==> config.mk <==
export PLATFORM = sky130hd
export DESIGN_NAME = nbp_host
export DESIGN_NICKNAME = d
export VERILOG_FILES = /design/src/inc/nbp_pkg.sv /design/src/rtl/nbp_host.sv
export SDC_FILE = /design/constraint.sdc
export NUM_CORES = 1
export LEC_CHECK = 0
export ABC_CLOCK_PERIOD_IN_PS = 4200
export BUFFER_PORTS_ARGS = -buffer_cell sky130_fd_sc_hd__buf_2
export CORE_MARGIN = 5
export CORE_UTILIZATION = 40
export CTS_CLUSTER_DIAMETER = 50
export DETAILED_ROUTE_END_ITERATION = 12
export PLACE_DENSITY = 0.55
export RECOVER_POWER = 100
export SETUP_SLACK_MARGIN = 0.5
export SYNTH_ARGS = -nofsm -noshare
export SYNTH_HDL_FRONTEND = slang
export SYNTH_SLANG_ARGS = --single-unit
==> constraint.sdc <==
create_clock -name i_clock -period 4.2 [get_ports i_clock]
set_input_delay 0.84 -clock i_clock [delete_from_list [all_inputs] [get_ports i_clock]]
set_output_delay 0.84 -clock i_clock [all_outputs]
set_load 0.01 [all_outputs]
==> src/inc/nbp_pkg.sv <==
// Constants, types and register map of the NAND bus host controller
package nbp_pkg;

  ////////////////////////////////////////////////////////////////////////////
  // Timing
  localparam int CLK_MHZ = 200;
  localparam int PULSE_NS = 25;
  localparam int PULSE_CYC = (PULSE_NS * CLK_MHZ + 999) / 1000;
  localparam int WB_NS = 100;
  localparam int WB_CYC = (WB_NS * CLK_MHZ + 999) / 1000;
  localparam int ARRAY_TRANSFER_TIME_US = 25;
  localparam int ARRAY_TRANSFER_CYC = ARRAY_TRANSFER_TIME_US * CLK_MHZ;

  ////////////////////////////////////////////////////////////////////////////
  // Register map, word index = byte address [4:2]
  localparam logic [2:0] REG_CTRL = 3'h0;
  localparam logic [2:0] REG_CMD = 3'h1;
  localparam logic [2:0] REG_ADDR = 3'h2;
  localparam logic [2:0] REG_DATA = 3'h3;
  localparam logic [2:0] REG_STATUS = 3'h4;
  localparam int CTRL_WP_BIT = 0;
  localparam int CTRL_X16_BIT = 1;
  localparam logic [1:0] CTRL_RST = 2'h0;
  localparam int ST_BUSY_BIT = 0;
  localparam int ST_RB_BIT = 1;
  localparam int ST_REFUSED_BIT = 2;
  localparam int ST_TMO_BIT = 3;
  localparam int ST_NSTAT_LSB = 8;

  ////////////////////////////////////////////////////////////////////////////
  // Operation codes written to the command register
  localparam logic [3:0] OP_READ = 4'h1;
  localparam logic [3:0] OP_READ_CB = 4'h2;
  localparam logic [3:0] OP_RAND_OUT = 4'h3;
  localparam logic [3:0] OP_PROG = 4'h4;
  localparam logic [3:0] OP_RAND_IN = 4'h5;
  localparam logic [3:0] OP_CONFIRM = 4'h6;
  localparam logic [3:0] OP_CB_PROG = 4'h7;
  localparam logic [3:0] OP_ERASE = 4'h8;
  localparam logic [3:0] OP_STATUS = 4'h9;
  localparam logic [3:0] OP_READ_WORD = 4'ha;
  localparam logic [3:0] OP_DIN = 4'hb;
  localparam logic [3:0] PARTIAL_MAX = 4'h8;

  ////////////////////////////////////////////////////////////////////////////
  // Flash command bytes
  localparam logic [7:0] NC_READ_SETUP = 8'h00;
  localparam logic [7:0] NC_READ_GO = 8'h30;
  localparam logic [7:0] NC_READ_CB = 8'h35;
  localparam logic [7:0] NC_ROUT_SETUP = 8'h05;
  localparam logic [7:0] NC_ROUT_GO = 8'he0;
  localparam logic [7:0] NC_PROG_SETUP = 8'h80;
  localparam logic [7:0] NC_RAND_IN = 8'h85;
  localparam logic [7:0] NC_PROG_GO = 8'h10;
  localparam logic [7:0] NC_ERASE_SETUP = 8'h60;
  localparam logic [7:0] NC_ERASE_GO = 8'hd0;
  localparam logic [7:0] NC_STATUS = 8'h70;

  ////////////////////////////////////////////////////////////////////////////
  // Types
  typedef enum logic [2:0] {UK_CMD, UK_ADDR, UK_DIN, UK_DOUT, UK_WAIT, UK_END} nbp_uk_e;
  typedef struct packed {
    nbp_uk_e kind;
    logic [7:0] val;
  } nbp_uop_s;
  typedef struct packed {
    logic ce_n;
    logic cle;
    logic ale;
    logic we_n;
    logic read_strobe_n;
    logic wp_n;
    logic io_oe;
    logic [15:0] io;
  } nbp_pins_s;
  localparam nbp_pins_s PINS_IDLE = '{1'b1, 1'b0, 1'b0, 1'b1, 1'b1, 1'b0, 1'b0, 16'h0000};
  typedef enum logic [5:0] {
    ST_IDLE = 6'b000001,
    ST_FETCH = 6'b000010,
    ST_LOW = 6'b000100,
    ST_HIGH = 6'b001000,
    ST_BUSYDLY = 6'b010000,
    ST_WAITRB = 6'b100000
  } nbp_state_e;

endpackage : nbp_pkg

==> src/rtl/nbp_host.sv <==
// NAND flash bus host controller with Avalon-MM register slave
`timescale 1ns/1ps
module nbp_host import nbp_pkg::*; #(
  parameter int P_TR_CYC = ARRAY_TRANSFER_CYC
) (
  input wire logic i_clock,
  input wire logic i_rstn,
  input wire logic i_clk_en,
  input wire logic [4:0] i_avs_address,
  input wire logic i_avs_read,
  input wire logic i_avs_write,
  input wire logic [31:0] i_avs_writedata,
  output logic [31:0] o_avs_readdata,
  output logic o_avs_waitrequest,
  output nbp_pins_s o_nand,
  input wire logic [15:0] i_io_in,
  input wire logic i_rb
);

  ////////////////////////////////////////////////////////////////////////////
  // Micro-operation sequences
  function automatic nbp_uop_s mk(input nbp_uk_e k, input logic [7:0] v);
    nbp_uop_s u;
    u.kind = k;
    u.val = v;
    return u;
  endfunction : mk

  function automatic nbp_uop_s uop_at(input logic [3:0] op, input logic [3:0] st);
    nbp_uop_s u;
    u = mk(UK_END, 8'h00);
    case (op)
      OP_READ, OP_READ_CB: begin
        if (st == 4'h0) u = mk(UK_CMD, NC_READ_SETUP);
        else if (st <= 4'h4) u = mk(UK_ADDR, {4'h0, st - 4'h1});
        else if (st == 4'h5) u = mk(UK_CMD, (op == OP_READ) ? NC_READ_GO : NC_READ_CB);
        else if (st == 4'h6) u = mk(UK_WAIT, 8'h00);
      end
      OP_RAND_OUT: begin
        if (st == 4'h0) u = mk(UK_CMD, NC_ROUT_SETUP);
        else if (st <= 4'h2) u = mk(UK_ADDR, {4'h0, st - 4'h1});
        else if (st == 4'h3) u = mk(UK_CMD, NC_ROUT_GO);
      end
      OP_PROG, OP_CB_PROG: begin
        if (st == 4'h0) u = mk(UK_CMD, (op == OP_PROG) ? NC_PROG_SETUP : NC_RAND_IN);
        else if (st <= 4'h4) u = mk(UK_ADDR, {4'h0, st - 4'h1});
      end
      OP_RAND_IN: begin
        if (st == 4'h0) u = mk(UK_CMD, NC_RAND_IN);
        else if (st <= 4'h2) u = mk(UK_ADDR, {4'h0, st - 4'h1});
      end
      OP_CONFIRM: begin
        if (st == 4'h0) u = mk(UK_CMD, NC_PROG_GO);
        else if (st == 4'h1) u = mk(UK_WAIT, 8'h00);
        else if (st == 4'h2) u = mk(UK_CMD, NC_STATUS);
        else if (st == 4'h3) u = mk(UK_DOUT, 8'h00);
      end
      OP_ERASE: begin
        if (st == 4'h0) u = mk(UK_CMD, NC_ERASE_SETUP);
        else if (st <= 4'h2) u = mk(UK_ADDR, {4'h0, st + 4'h1});
        else if (st == 4'h3) u = mk(UK_CMD, NC_ERASE_GO);
        else if (st == 4'h4) u = mk(UK_WAIT, 8'h00);
        else if (st == 4'h5) u = mk(UK_CMD, NC_STATUS);
        else if (st == 4'h6) u = mk(UK_DOUT, 8'h00);
      end
      OP_STATUS: begin
        if (st == 4'h0) u = mk(UK_CMD, NC_STATUS);
        else if (st == 4'h1) u = mk(UK_DOUT, 8'h00);
      end
      OP_READ_WORD: begin
        if (st == 4'h0) u = mk(UK_DOUT, 8'h00);
      end
      OP_DIN: begin
        if (st == 4'h0) u = mk(UK_DIN, 8'h00);
      end
      default: u = mk(UK_END, 8'h00);
    endcase
    return u;
  endfunction : uop_at

  ////////////////////////////////////////////////////////////////////////////
  // State
  nbp_state_e state_r;
  nbp_pins_s pins_r;
  logic [3:0] op_r;
  logic [3:0] step_r;
  logic [15:0] cnt_r;
  logic [15:0] timer_r;
  logic wreq_r;
  logic [31:0] rdata_bus_r;
  logic [1:0] ctrl_r;
  logic [27:0] addr_r;
  logic [15:0] din_r;
  logic [15:0] rdata_r;
  logic [7:0] nstat_r;
  logic refused_r;
  logic tmo_r;
  logic loading_r;
  logic data_seen_r;
  logic cb_r;
  logic status_mode_r;
  logic [3:0] prog_cnt_r;
  logic [15:0] last_row_r;

  ////////////////////////////////////////////////////////////////////////////
  // Bus decode
  wire busy = (state_r != ST_IDLE);
  wire req = i_avs_read | i_avs_write;
  wire take = req & wreq_r & (i_avs_read | ~busy);
  wire [2:0] idx = i_avs_address[4:2];
  wire wr_take = take & i_avs_write;
  wire cmd_wr = wr_take & (idx == REG_CMD);
  wire dat_wr = wr_take & (idx == REG_DATA);
  wire stat_wr = wr_take & (idx == REG_STATUS);
  wire [3:0] wop = i_avs_writedata[3:0];
  wire wp_free = ctrl_r[CTRL_WP_BIT];
  wire x16 = ctrl_r[CTRL_X16_BIT];
  wire legal = (wop >= OP_READ) & (wop <= OP_READ_WORD);
  wire modify = (wop == OP_PROG) | (wop == OP_RAND_IN) | (wop == OP_CONFIRM) | (wop == OP_CB_PROG) |
                (wop == OP_ERASE);
  wire bad_confirm = (wop == OP_CONFIRM) & (~loading_r | (~data_seen_r & ~cb_r) |
                                            (prog_cnt_r >= PARTIAL_MAX));
  wire bad_cmd = ~legal | (modify & ~wp_free) |
                 ((wop == OP_RAND_IN) & ~loading_r) | bad_confirm;
  wire bad_din = ~loading_r | ~wp_free;
  wire start_go = (cmd_wr & ~bad_cmd) | (dat_wr & ~bad_din);
  wire [3:0] start_op = dat_wr ? OP_DIN : wop;
  wire refuse_set = (cmd_wr & bad_cmd) | (dat_wr & bad_din);
  wire [15:0] row_w = x16 ? addr_r[26:11] : addr_r[27:12];
  wire [31:0] rd_mux = (idx == REG_CTRL) ? {30'h0, ctrl_r} :
                       (idx == REG_CMD) ? {28'h0, op_r} :
                       (idx == REG_ADDR) ? {4'h0, addr_r} :
                       (idx == REG_DATA) ? {16'h0, rdata_r} :
                       (idx == REG_STATUS) ? {16'h0, nstat_r, 4'h0, tmo_r, refused_r, i_rb, busy} :
                       32'h0000_0000;

  ////////////////////////////////////////////////////////////////////////////
  // Address bytes, unused positions held low
  wire [7:0] ab0 = addr_r[7:0];
  wire [7:0] ab1 = x16 ? {5'h00, addr_r[10:8]} : {4'h0, addr_r[11:8]};
  wire [7:0] ab2 = x16 ? addr_r[18:11] : addr_r[19:12];
  wire [7:0] ab3 = x16 ? addr_r[26:19] : addr_r[27:20];
  wire nbp_uop_s cur = uop_at(op_r, step_r);
  wire [7:0] abyte = (cur.val[1:0] == 2'h0) ? ab0 :
                     (cur.val[1:0] == 2'h1) ? ab1 :
                     (cur.val[1:0] == 2'h2) ? ab2 : ab3;
  wire [15:0] din_bus = x16 ? din_r : {8'h00, din_r[7:0]};
  wire pulse_done = (cnt_r <= 16'h0001);
  wire is_read_op = (op_r == OP_READ) | (op_r == OP_READ_CB);

  ////////////////////////////////////////////////////////////////////////////
  // Avalon slave
  always_ff @(posedge i_clock or negedge i_rstn) begin
    if (!i_rstn) begin
      wreq_r <= 1'b1;
      rdata_bus_r <= 32'h0000_0000;
    end else if (i_clk_en) begin
      wreq_r <= ~take;
      if (take && i_avs_read) rdata_bus_r <= rd_mux;
    end
  end

  always_ff @(posedge i_clock or negedge i_rstn) begin
    if (!i_rstn) begin
      ctrl_r <= CTRL_RST;
      addr_r <= 28'h000_0000;
      din_r <= 16'h0000;
      refused_r <= 1'b0;
      tmo_r <= 1'b0;
    end else if (i_clk_en) begin
      if (wr_take && idx == REG_CTRL) ctrl_r <= i_avs_writedata[1:0];
      if (wr_take && idx == REG_ADDR) addr_r <= i_avs_writedata[27:0];
      if (dat_wr) din_r <= i_avs_writedata[15:0];
      if (refuse_set) refused_r <= 1'b1;
      else if (stat_wr && i_avs_writedata[ST_REFUSED_BIT]) refused_r <= 1'b0;
      if (state_r == ST_WAITRB && is_read_op && timer_r >= 16'(P_TR_CYC) && !i_rb) tmo_r <= 1'b1;
      else if (stat_wr && i_avs_writedata[ST_TMO_BIT]) tmo_r <= 1'b0;
    end
  end

  ////////////////////////////////////////////////////////////////////////////
  // Program bookkeeping
  always_ff @(posedge i_clock or negedge i_rstn) begin
    if (!i_rstn) begin
      loading_r <= 1'b0;
      data_seen_r <= 1'b0;
      cb_r <= 1'b0;
      status_mode_r <= 1'b0;
      prog_cnt_r <= 4'h0;
      last_row_r <= 16'h0000;
    end else if (i_clk_en && start_go) begin
      unique case (start_op)
        OP_PROG, OP_CB_PROG: begin
          loading_r <= 1'b1;
          data_seen_r <= 1'b0;
          cb_r <= (start_op == OP_CB_PROG);
          status_mode_r <= 1'b0;
          last_row_r <= row_w;
          if (row_w != last_row_r) prog_cnt_r <= 4'h0;
        end
        OP_CONFIRM: begin
          loading_r <= 1'b0;
          status_mode_r <= 1'b1;
          prog_cnt_r <= prog_cnt_r + 4'h1;
        end
        OP_ERASE: begin
          loading_r <= 1'b0;
          status_mode_r <= 1'b1;
          prog_cnt_r <= 4'h0;
        end
        OP_STATUS: status_mode_r <= 1'b1;
        OP_DIN: data_seen_r <= 1'b1;
        OP_READ, OP_READ_CB, OP_RAND_OUT: begin
          status_mode_r <= 1'b0;
          loading_r <= 1'b0;
        end
        OP_RAND_IN, OP_READ_WORD: data_seen_r <= data_seen_r;
        default: loading_r <= loading_r;
      endcase
    end
  end

  ////////////////////////////////////////////////////////////////////////////
  // Pin sequencer
  always_ff @(posedge i_clock or negedge i_rstn) begin
    if (!i_rstn) begin
      state_r <= ST_IDLE;
      pins_r <= PINS_IDLE;
      op_r <= 4'h0;
      step_r <= 4'h0;
      cnt_r <= 16'h0000;
      timer_r <= 16'h0000;
      rdata_r <= 16'h0000;
      nstat_r <= 8'h00;
    end else if (i_clk_en) begin
      pins_r.wp_n <= wp_free;
      unique case (state_r)
        ST_IDLE: begin
          pins_r.ce_n <= 1'b1;
          if (start_go) begin
            op_r <= start_op;
            step_r <= 4'h0;
            pins_r.ce_n <= 1'b0;
            state_r <= ST_FETCH;
          end
        end
        ST_FETCH: begin
          cnt_r <= 16'(PULSE_CYC);
          pins_r.cle <= 1'b0;
          pins_r.ale <= 1'b0;
          pins_r.io_oe <= 1'b0;
          unique case (cur.kind)
            UK_CMD: begin
              pins_r.cle <= 1'b1;
              pins_r.io_oe <= 1'b1;
              pins_r.io <= {8'h00, cur.val};
              pins_r.we_n <= 1'b0;
              state_r <= ST_LOW;
            end
            UK_ADDR: begin
              pins_r.ale <= 1'b1;
              pins_r.io_oe <= 1'b1;
              pins_r.io <= {8'h00, abyte};
              pins_r.we_n <= 1'b0;
              state_r <= ST_LOW;
            end
            UK_DIN: begin
              pins_r.io_oe <= 1'b1;
              pins_r.io <= din_bus;
              pins_r.we_n <= 1'b0;
              state_r <= ST_LOW;
            end
            UK_DOUT: begin
              pins_r.read_strobe_n <= 1'b0;
              state_r <= ST_LOW;
            end
            UK_WAIT: begin
              cnt_r <= 16'(WB_CYC);
              timer_r <= 16'h0000;
              state_r <= ST_BUSYDLY;
            end
            default: begin
              pins_r.ce_n <= 1'b1;
              pins_r.io <= 16'h0000;
              state_r <= ST_IDLE;
            end
          endcase
        end
        ST_LOW: begin
          cnt_r <= cnt_r - 16'h0001;
          if (pulse_done) begin
            cnt_r <= 16'(PULSE_CYC);
            pins_r.we_n <= 1'b1;
            pins_r.read_strobe_n <= 1'b1;
            if (cur.kind == UK_DOUT) begin
              rdata_r <= x16 ? i_io_in : {8'h00, i_io_in[7:0]};
              if (status_mode_r) nstat_r <= i_io_in[7:0];
            end
            state_r <= ST_HIGH;
          end
        end
        ST_HIGH: begin
          cnt_r <= cnt_r - 16'h0001;
          if (pulse_done) begin
            step_r <= step_r + 4'h1;
            state_r <= ST_FETCH;
          end
        end
        ST_BUSYDLY: begin
          cnt_r <= cnt_r - 16'h0001;
          if (pulse_done) state_r <= ST_WAITRB;
        end
        ST_WAITRB: begin
          if (timer_r != 16'hffff) timer_r <= timer_r + 16'h0001;
          if (i_rb) begin
            step_r <= step_r + 4'h1;
            state_r <= ST_FETCH;
          end
        end
      endcase
    end
  end

  ////////////////////////////////////////////////////////////////////////////
  // Outputs
  assign o_nand = pins_r;
  assign o_avs_readdata = rdata_bus_r;
  assign o_avs_waitrequest = wreq_r;

endmodule : nbp_host

==> summary.txt, run 1 <==
Outcome
  • Status: finished with violations
  • Failing checks: capacitance limit, slew limit

Power and ir drop
  • Power Dens Cells: 537 mW/mm2
  • Worst vdd ir: 0.258 mV
  • Leakage: 5.18 nW

Timing
  • Max-Slew Margin vs Limit: -58.8%
  • Period minus WS final: 3.63 ns
  • Final Max Slew Viols: 94
  • Worst slew pin tran: 2.38 ns
  • Fin. Hold Viols: 0
  • Fin Setup TNS: 0 ns
  • Final Skew: 0.0142 ns
  • Final WS setup: 0.567 ns
  • Achievable Freq: 275 MHz
  • Final setup violation count: 0
  • Tcrit/Tclk final: 86.5%
  • Unrepaired setup endpoints after global routing: no

Clocking
  • Clock Tree Buf Depth: 2
  • CTS tree: done
  • PostCTS Resize Cnt: 0
  • Clock slew at reported path FFs: 0.08 ns
  • Post CTS Setup Buffer Count: 0
  • CTS root buf: clkbuf_16
  • Worst skew pair latency: 0.45 ns
  • Cts bufs inserted: 17
  • CTS Hold Buffers Added: 0
  • H-tree levels: 4
  • Clk sinks: 194

Global routing
  • Maximum number of pins on one net before global-route repair: 94
  • Vias in the first global route: 8123
  • Total GRT Usage: 19.7%
  • Global route total overflow: 0
  • Initial antenna violation count: 1
  • First-pass GRT wire length: 45600 um

Floorplan
  • Die footprint: 0.0293 mm2
  • Die Ht: 171 um
  • Core area: 0.0258 mm2
  • Initial Util: 40.2%
  • # rows: 59
  • Io pins: 115
  • Die Span X: 171 um

Synthesis
  • Asr flop ratio synth: 100%
  • Post-synth top flop: dfrtp_1
  • Sequential fraction of the synthesis area: 46.8%
  • Distinct cell type count after synthesis: 76
  • Post-synth EDFFs: 0
  • Post-synthesis register bit count: 194
  • Synth Cell Area: 0.0104 mm2
  • Syn avg cell area: 9.86 um2
  • Synth Instances: 1055
  • Synth warn: 0

Drt
  • Vias per cell: 5.51
  • Final wirelength: 28300 um
  • ANT nets after route: 0
  • Router iterations before antenna repair: 5
  • Vias: 8249
  • DRT iter0 DRCs: 672
  • WL/cell: 18.9 um
  • Drt drc: 0

Critical path
  • Slowest-stage cell, CP: nor4_1
  • CP cell instances: inv_1 > ha_1 > nor2_1 > a2bb2oi_1 > o211a_1 > nor4_1 > a21oi_1 > nand3_1 > clkbuf_2 > mux2_2
  • CP startpoint: step_r[0]
  • WS Path Type: reg2reg
  • WP data arrival: 3.96 ns
  • Max FO, Critical Path: 24
  • Worst EP required: 4.53 ns
  • CP Buf/Inv Count: 2
  • CP delay by family, top: simple AND/OR/NAND/NOR gates
  • CP Capture Type: register
  • Critical R2R Launch: step_r[0]
  • Crit path largest cell delay: 0.54 ns
  • CP Launch Type: register

Run
  • Maxcap violations: 1

Finish
  • Commonest non-fill, non-tap cell in the layout: dfrtp_1
  • Post-layout nets: 1218
  • Layout area overhead: 13.6%
  • Design area: 0.0118 mm2
  • Share of layout cells above drive strength 1: 18.1%
  • Final non-filler cell total: 1497
  • Commonest cells after routing, fill and taps aside: dfrtp_1, nand2_1, nor2_1, o21ai_0, mux2_2

Placed design
  • RePlAce Congestion: 0.921
  • Placed Instance Area: 0.0113 mm2
  • Post-place setup slack: 0.666 ns
  • DP HPWL: 20500 um
  • Dpl cells: 1464
  • Port Buf Inserts: 104

Min path
  • Worst Hold Launch: rdata_r[8]
  • Hold crit path type: reg2reg
[through the flow]
| stage | power [mW] | utilization [%] | hold slack, ns |
|---|---|---|---|
| detailed placement | 4.71 | 43.8 | 0.466 |
| global route | 6.75 | 45.7 | 0.506 |
| CTS | 6.42 | 46.2 | 0.474 |
| global placement | 4.69 | 43.8 | 0.461 |
| finish | 6.34 | 45.7 | 0.481 |
| floorplan | 3.97 | - | 0.447 |
[cells by family (layout without fill, tap and decap cells)]
kind of cell | count (synthesis) | after routing | synth area share [%]
compound gates | 245 | 245 | 15.9
buf+inv | 95 | 198 | 3.85
fa+ha+maj | 11 | 11 | 1.32
simple gates | 352 | 352 | 16.5
xor+xnor | 33 | 33 | 2.78
other cells | 1 | 5 | 0.0361
flops | 194 | 194 | 46.8
mux | 124 | 124 | 12.9
[synth_stat cells, types with 3 or more instances]
cell / number / area [um2]
a22oi_1: 8 / 60.1
buf_1: 5 / 18.8
ha_1: 11 / 138
o31ai_1: 9 / 67.6
nand3_1: 20 / 100
and2_1: 5 / 31.3
nand3b_1: 6 / 45.0
dfrtp_1: 189 / 4730
o21ai_0: 80 / 400
a21oi_2: 9 / 78.8
a211oi_1: 4 / 30.0
o2111ai_1: 4 / 35.0
a22o_1: 16 / 140
dfstp_2: 5 / 131
o2bb2ai_1: 15 / 131
xnor2_1: 21 / 184
o211ai_1: 4 / 30.0
a31oi_1: 7 / 43.8
xor2_1: 12 / 105
nor3_1: 18 / 90.1
a21boi_0: 4 / 30.0
buf_2: 5 / 25.0
a32oi_1: 3 / 26.3
mux2_2: 79 / 890
nand4_1: 7 / 43.8
o22ai_1: 7 / 43.8
clkbuf_1: 47 / 176
nand2_1: 115 / 432
inv_1: 30 / 113
nand2b_1: 12 / 75.1
or4_1: 5 / 37.5
nor3b_1: 13 / 97.6
o221ai_1: 4 / 35.0
nor2_1: 94 / 353
mux2i_1: 45 / 450
nor2b_1: 16 / 100
buf_4: 6 / 45.0
a21oi_1: 37 / 185
nor4_1: 16 / 100
and3_1: 8 / 50.1
o21a_1: 3 / 22.5
a211o_1: 7 / 61.3
[sequential cells by signal (all words and copies together) (netlist names)]
signal and count:
cb_r 1, rdata_r 16, tmo_r 1, status_mode_r 1
nstat_r 8, o_avs_waitrequest 1, step_r 4, data_seen_r 1
state_r 6, refused_r 1, last_row_r 16, cnt_r 16
loading_r 1, op_r 4, timer_r 16, o_nand 23
din_r 16, prog_cnt_r 4, ctrl_r 2, o_avs_readdata 28
addr_r 28
[cell type report]
type	count	area [um2]
fillers	2539	14000
clock inverters	14	178
repair buffers	136	664
inverters	30	113
diodes	1	2.50
flip-flops and latches	194	4860
multi-input cells	769	5140
clock buffers	18	439
well taps	335	419
[final timing paths]
path	to	slack (ns)	depth (start not counted)
max	rdata_r[6]	0.57	10
min reg2reg	rdata_r[8]	0.48	2
min in group asynchronous	cnt_r[12]	1.04	1
min	rdata_r[8]	0.48	2
max in group asynchronous	last_row_r[7]	1.04	2
max reg2reg	rdata_r[6]	0.57	10
[worst register-to-register path: stages, from the launching register on]
cell,delay [ns]
dfrtp_1,0.48
inv_1,0.20
ha_1,0.50
nor2_1,0.16
a2bb2oi_1,0.17
o211a_1,0.22
nor4_1,0.54
a21oi_1,0.23
nand3_1,0.13
clkbuf_2,0.48
mux2_2,0.41
[per-layer routing]
layer | GRT usage, % | vias up | wire (um)
met3 | 3.77 | 42 | 1330
li1 | - | 3971 | -
met2 | 31.6 | 218 | 13400
met5 | 0 | - | 7
met1 | 27.2 | 4016 | 12900
met4 | 6.51 | 2 | 692
[power by group]
part	leakage (nW)	internal, mW	switching, mW
Sequential	2.56	2.17	0.346
Clock	0.300	0.831	0.865
Combinational	2.33	0.860	1.27
Total	5.18	3.86	2.48
Power figures use the tool's default switching activity.
==> run 2: changes to the inputs <==
Settings changed: PLACE_DENSITY 0.55 to 0.56.
==> summary.txt, run 2 (same netlist as run 1, synthesis figures left out) <==
Drt
  • Vias per cell: 5.53
  • WL/cell: 18.9 um
  • Final wirelength: 28300 um
  • Drt drc: 0
  • Vias: 8295
  • ANT nets after route: 0
  • DRT iter0 DRCs: 636
  • Router iterations before antenna repair: 5

Clocking
  • CTS tree: done
  • Worst skew pair latency: 0.45 ns
  • Clk sinks: 194
  • Clock slew at reported path FFs: 0.08 ns
  • CTS root buf: clkbuf_16
  • CTS Hold Buffers Added: 0
  • H-tree levels: 4
  • Clock Tree Buf Depth: 2
  • Cts bufs inserted: 17

Critical path
  • Slowest-stage cell, CP: and4bb_1
  • WP data arrival: 4.02 ns
  • WS Path Type: reg2reg
  • Max FO, Critical Path: 18
  • CP Buf/Inv Count: 1
  • CP startpoint: state_r[2]
  • CP Launch Type: register
  • Crit-path most repeated cell: or4_1
  • Worst EP required: 4.56 ns
  • Crit path largest cell delay: 0.67 ns
  • CP cell instances: or4_1 > nor3b_1 > o2111a_1 > nand2_1 > or4_1 > and4bb_1 > buf_4 > nor2_1 > a21oi_1
  • Critical R2R Launch: state_r[2]
  • CP delay by family, top: simple AND/OR/NAND/NOR gates
  • CP Capture Type: register

Timing
  • Fin. Hold Viols: 0
  • Fin Setup TNS: 0 ns
  • Achievable Freq: 273 MHz
  • Unrepaired setup endpoints after global routing: no
  • Final WS setup: 0.539 ns
  • Max-Slew Margin vs Limit: -22.9%
  • Tcrit/Tclk final: 87.2%
  • Final Max Slew Viols: 132
  • Period minus WS final: 3.66 ns
  • Final Skew: 0.0229 ns
  • Final setup violation count: 0
  • Worst slew pin tran: 1.84 ns

Global routing
  • Maximum number of pins on one net before global-route repair: 69
  • GR Util met2: 31.3%
  • Grt peak-use layer: met2
  • Met3 Resource Use GR: 4.11%
  • Vias in the first global route: 8136
  • First-pass GRT wire length: 45700 um
  • Initial antenna violation count: 1
  • GRT met1 Usage: 27.9%
  • Total GRT Usage: 19.7%
  • Global route total overflow: 0

Placed design
  • RePlAce Congestion: 0.948
  • Post-place setup slack: 0.623 ns
  • DP HPWL: 20600 um
  • Port Buf Inserts: 104

Floorplan
  • Core area: 0.0258 mm2
  • Io pins: 115
  • # rows: 59
  • Die footprint: 0.0293 mm2
  • Initial Util: 40.2%
  • Die Span X: 171 um
  • Die Ht: 171 um

Finish
  • Multi-input gate area: 0.00514 mm2
  • Post-layout nets: 1222
  • Share of layout cells above drive strength 1: 17.8%
  • FF/Latch Area: 0.00486 mm2
  • ANT cells: 0
  • Commonest cells after routing, fill and taps aside: dfrtp_1, nand2_1, nor2_1, o21ai_0, mux2_2
  • Commonest non-fill, non-tap cell in the layout: dfrtp_1
  • Layout area overhead: 13.7%
  • # fillers: 2533

Min path
  • Hold crit path type: reg2reg
  • Worst Hold Launch: cnt_r[1]

Power and ir drop
  • Worst vdd ir: 0.262 mV
  • Power Dens Cells: 534 mW/mm2
  • Leakage: 5.18 nW

Outcome
  • Status: finished with violations
  • Failing checks: capacitance limit, slew limit

Run
  • Maxcap violations: 2
==> run 2: cell count changes in the layout (fill, tap and decap cells not counted), sizes merged <==
cell,before,now
inv,38,35
clkbuf,80,84
diode,1,0
clkinv,6,9
==> run 2: worst paths after layout <==
| path | endpoint | slack, ns | depth (start not counted) |
|---|---|---|---|
| setup / recovery | last_row_r[4] | 0.54 | 9 |
| hold / removal | cnt_r[1] | 0.48 | 2 |
| setup reg to reg | last_row_r[4] | 0.54 | 9 |
| hold reg to reg | cnt_r[1] | 0.48 | 2 |
| max in group asynchronous | o_nand[4] | 0.97 | 2 |
| min in group asynchronous | cnt_r[10] | 0.85 | 1 |
==> run 2: through the flow <==
stage	std cells	hold slack, ns	power, mW	area (um2)	util (%)
floorplan	1058	0.447	3.97	10400	-
global placement	1467	0.459	4.73	11400	43.9
detailed placement	1467	0.466	4.75	11400	43.9
CTS	1499	0.399	6.43	12000	46.3
global route	1500	0.502	6.75	11800	45.8
finish	1500	0.480	6.32	11800	45.8
==> run 2: repair_timing <==
action / CTS / global route
resized for setup: 0 / 2
setup buffers: 0 / 1
setup endpoints to repair: 0 / 26
==> run 2: layer usage <==
| metal | up-vias | part of all wire (%) |
|---|---|---|
| li1 | 3976 | - |
| met1 | 4088 | 46 |
| met2 | 199 | 48 |
| met3 | 30 | 4.7 |
| met4 | 2 | 1.7 |
| met5 | - | 0.025 |
==> run 2: worst register-to-register path: stages (launching register included) <==
cell and delay, ns:
dfrtp_1 0.47, or4_1 0.57, nor3b_1 0.34, o2111a_1 0.29, nand2_1 0.11, or4_1 0.60, and4bb_1 0.67, buf_4 0.35
nor2_1 0.07, a21oi_1 0.12
==> run 2: final cells by class <==
cell class	instances	area share, %
Tap cell	335	3.54
Clock inverter	14	1.57
Clock buffer	18	3.63
Multi-Input combinational cell	769	43.5
Sequential cell	194	41.1
Timing Repair Buffer	140	5.75
Inverter	30	0.952
==> run 2: power breakdown <==
part / leakage (nW) / internal (mW) / total (mW) / switching [mW]
Sequential: 2.56 / 2.17 / 2.51 / 0.341
Combinational: 2.33 / 0.875 / 2.15 / 1.27
Clock: 0.294 / 0.811 / 1.66 / 0.848
==> run 3: changes to the inputs <==
==> constraint.sdc (replaced) <==
create_clock -name i_clock -period 4.2 [get_ports i_clock]
set_input_delay 0 -clock i_clock [delete_from_list [all_inputs] [get_ports i_clock]]
set_output_delay 0 -clock i_clock [all_outputs]
set_load 0.01 [all_outputs]
==> summary.txt, run 3 (same netlist as run 1, synthesis figures left out) <==
Floorplan
  • Initial Util: 40.2%
  • Io pins: 115
  • Die footprint: 0.0293 mm2
  • Core area: 0.0258 mm2
  • # rows: 59
  • Die Span X: 171 um
  • Die Ht: 171 um

Drt
  • Final wirelength: 28700 um
  • Drt drc: 0
  • ANT nets after route: 0
  • Vias: 8401
  • WL/cell: 18.6 um
  • Vias per cell: 5.44
  • Router iterations before antenna repair: 5
  • DRT iter0 DRCs: 616

Timing
  • Unrepaired setup endpoints after global routing: no
  • Final setup violation count: 0
  • Period minus WS final: 3.64 ns
  • Max-Slew Margin vs Limit: -85.9%
  • Final Skew: 0.0180 ns
  • Fin. Hold Viols: 0
  • Fin Setup TNS: 0 ns
  • Worst slew pin tran: 2.79 ns
  • Tcrit/Tclk final: 86.7%
  • Achievable Freq: 275 MHz
  • Final Max Slew Viols: 157

Finish
  • Layout area overhead: 18.5%
  • Commonest non-fill, non-tap cell in the layout: dfrtp_1
  • Design area: 0.0123 mm2
  • Post-layout nets: 1267
  • Share of layout cells above drive strength 1: 17.4%
  • ANT cells: 0
  • Post-layout util: 47.7%
  • Commonest cells after routing, fill and taps aside: dfrtp_1, nand2_1, nor2_1, o21ai_0, mux2_2

Outcome
  • Status: finished with violations
  • Failing checks: capacitance limit, slew limit

Global routing
  • Vias in the first global route: 8545
  • Total GRT Usage: 19.9%
  • First-pass GRT wire length: 46400 um
  • Global route total overflow: 0
  • Initial antenna violation count: 0
  • Maximum number of pins on one net before global-route repair: 111

Critical path
  • Slowest-stage cell, CP: or4_1
  • Worst EP required: 4.53 ns
  • CP Launch Type: register
  • WP data arrival: 3.97 ns
  • Critical R2R Launch: state_r[2]
  • WS Path Type: reg2reg
  • Crit path largest cell delay: 0.61 ns
  • Crit-path most repeated cell: or4_1
  • CP Capture Type: register
  • Max FO, Critical Path: 8
  • CP cell instances: or4_1 > nor3b_4 > clkbuf_1 > o2111a_1 > nand2_1 > or4_1 > a21oi_1 > o21ai_0 > a22o_1
  • CP startpoint: state_r[2]

Clocking
  • Worst skew pair latency: 0.45 ns
  • H-tree levels: 4
  • Clk sinks: 194
  • Clock Tree Buf Depth: 2
  • Cts bufs inserted: 17
  • CTS root buf: clkbuf_16
  • CTS tree: done
  • Clock slew at reported path FFs: 0.08 ns

Power and ir drop
  • Power Dens Cells: 521 mW/mm2
  • Worst vdd ir: 0.264 mV
  • Leakage: 5.38 nW

Placed design
  • Placed Instance Area: 0.0113 mm2
  • RePlAce Congestion: 0.864
  • DP HPWL: 20500 um
  • Port Buf Inserts: 104

Min path
  • Worst Hold Launch: i_rb
  • Hold crit path type: in2reg

Run
  • Maxcap violations: 2
==> run 3: cell count changes in the layout (fill, tap and decap cells not counted), moves of 2 or more <==
cell,previous run,this run
clkinv_8,8,6
clkbuf_1,60,58
clkbuf_2,7,4
inv_12,0,2
dlygate4sd3_1,0,50
==> run 3: critical path, delay by kind of cell, from the launching register on <==
| kind | cells | cell delay [ns] |
|---|---|---|
| buffers and inverters | 1 | 0.32 |
| AOI/OAI and AO/OA | 4 | 1.20 |
| and+or+nand+nor | 4 | 1.54 |
| DFF | 1 | 0.47 |
==> run 3: area by class of cell <==
| class | instances | area (um2) |
|---|---|---|
| Multi-Input combinational cell | 769 | 5150 |
| Timing Repair Buffer | 185 | 1150 |
| Clock buffer | 18 | 439 |
| Sequential cell | 194 | 4860 |
| Clock inverter | 14 | 185 |
| Tap cell | 335 | 419 |
| Fill cell | 2508 | 13500 |
| Inverter | 30 | 113 |
==> run 3: what timing repair did <==
| action | 4_1_cts | 5_1_grt |
|---|---|---|
| resized for setup | 0 | 3 |
| setup endpoints to repair | 0 | 23 |
| hold buffers | 50 | 0 |
| setup buffers | 0 | 0 |
| endpoints found under the hold margin | 178 | 0 |
==> run 3: path summary, 6_finish.rpt <==
path	end	slack, ns	cells after the start
setup / recovery	prog_cnt_r[2]	0.56	9
hold / removal	tmo_r	0.02	4
setup reg to reg	prog_cnt_r[2]	0.56	9
hold reg to reg	cnt_r[1]	0.48	2
max in group asynchronous	timer_r[4]	1.03	3
min in group asynchronous	cnt_r[9]	0.91	2
==> run 3: per-stage QoR <==
step	worst slack, ns	hold slack (ns)	power, mW	std cells
after global placement	0.744	0.174	4.75	1463
final	0.561	0.0204	6.42	1545
after floorplan	1.19	-0.296	3.97	1058
after CTS	0.654	0.0180	6.51	1545
after detailed placement	0.675	0.167	4.76	1463
after global routing	0.274	0.0510	6.83	1545
==> run 3: power breakdown <==
part / internal, mW / switching [mW] / total [mW]
combinational: 0.917 / 1.30 / 2.22
clock: 0.834 / 0.863 / 1.70
sequential: 2.17 / 0.338 / 2.51
total: 3.92 / 2.50 / 6.42
==> run 3: metal layers <==
layer	vias up	GRT usage, %	part of all wire (%)
met4	0	6.96	3.0
met1	4076	26.7	45
met5	-	0	0
met2	208	32.5	48
met3	52	3.93	3.7
li1	4065	-	-
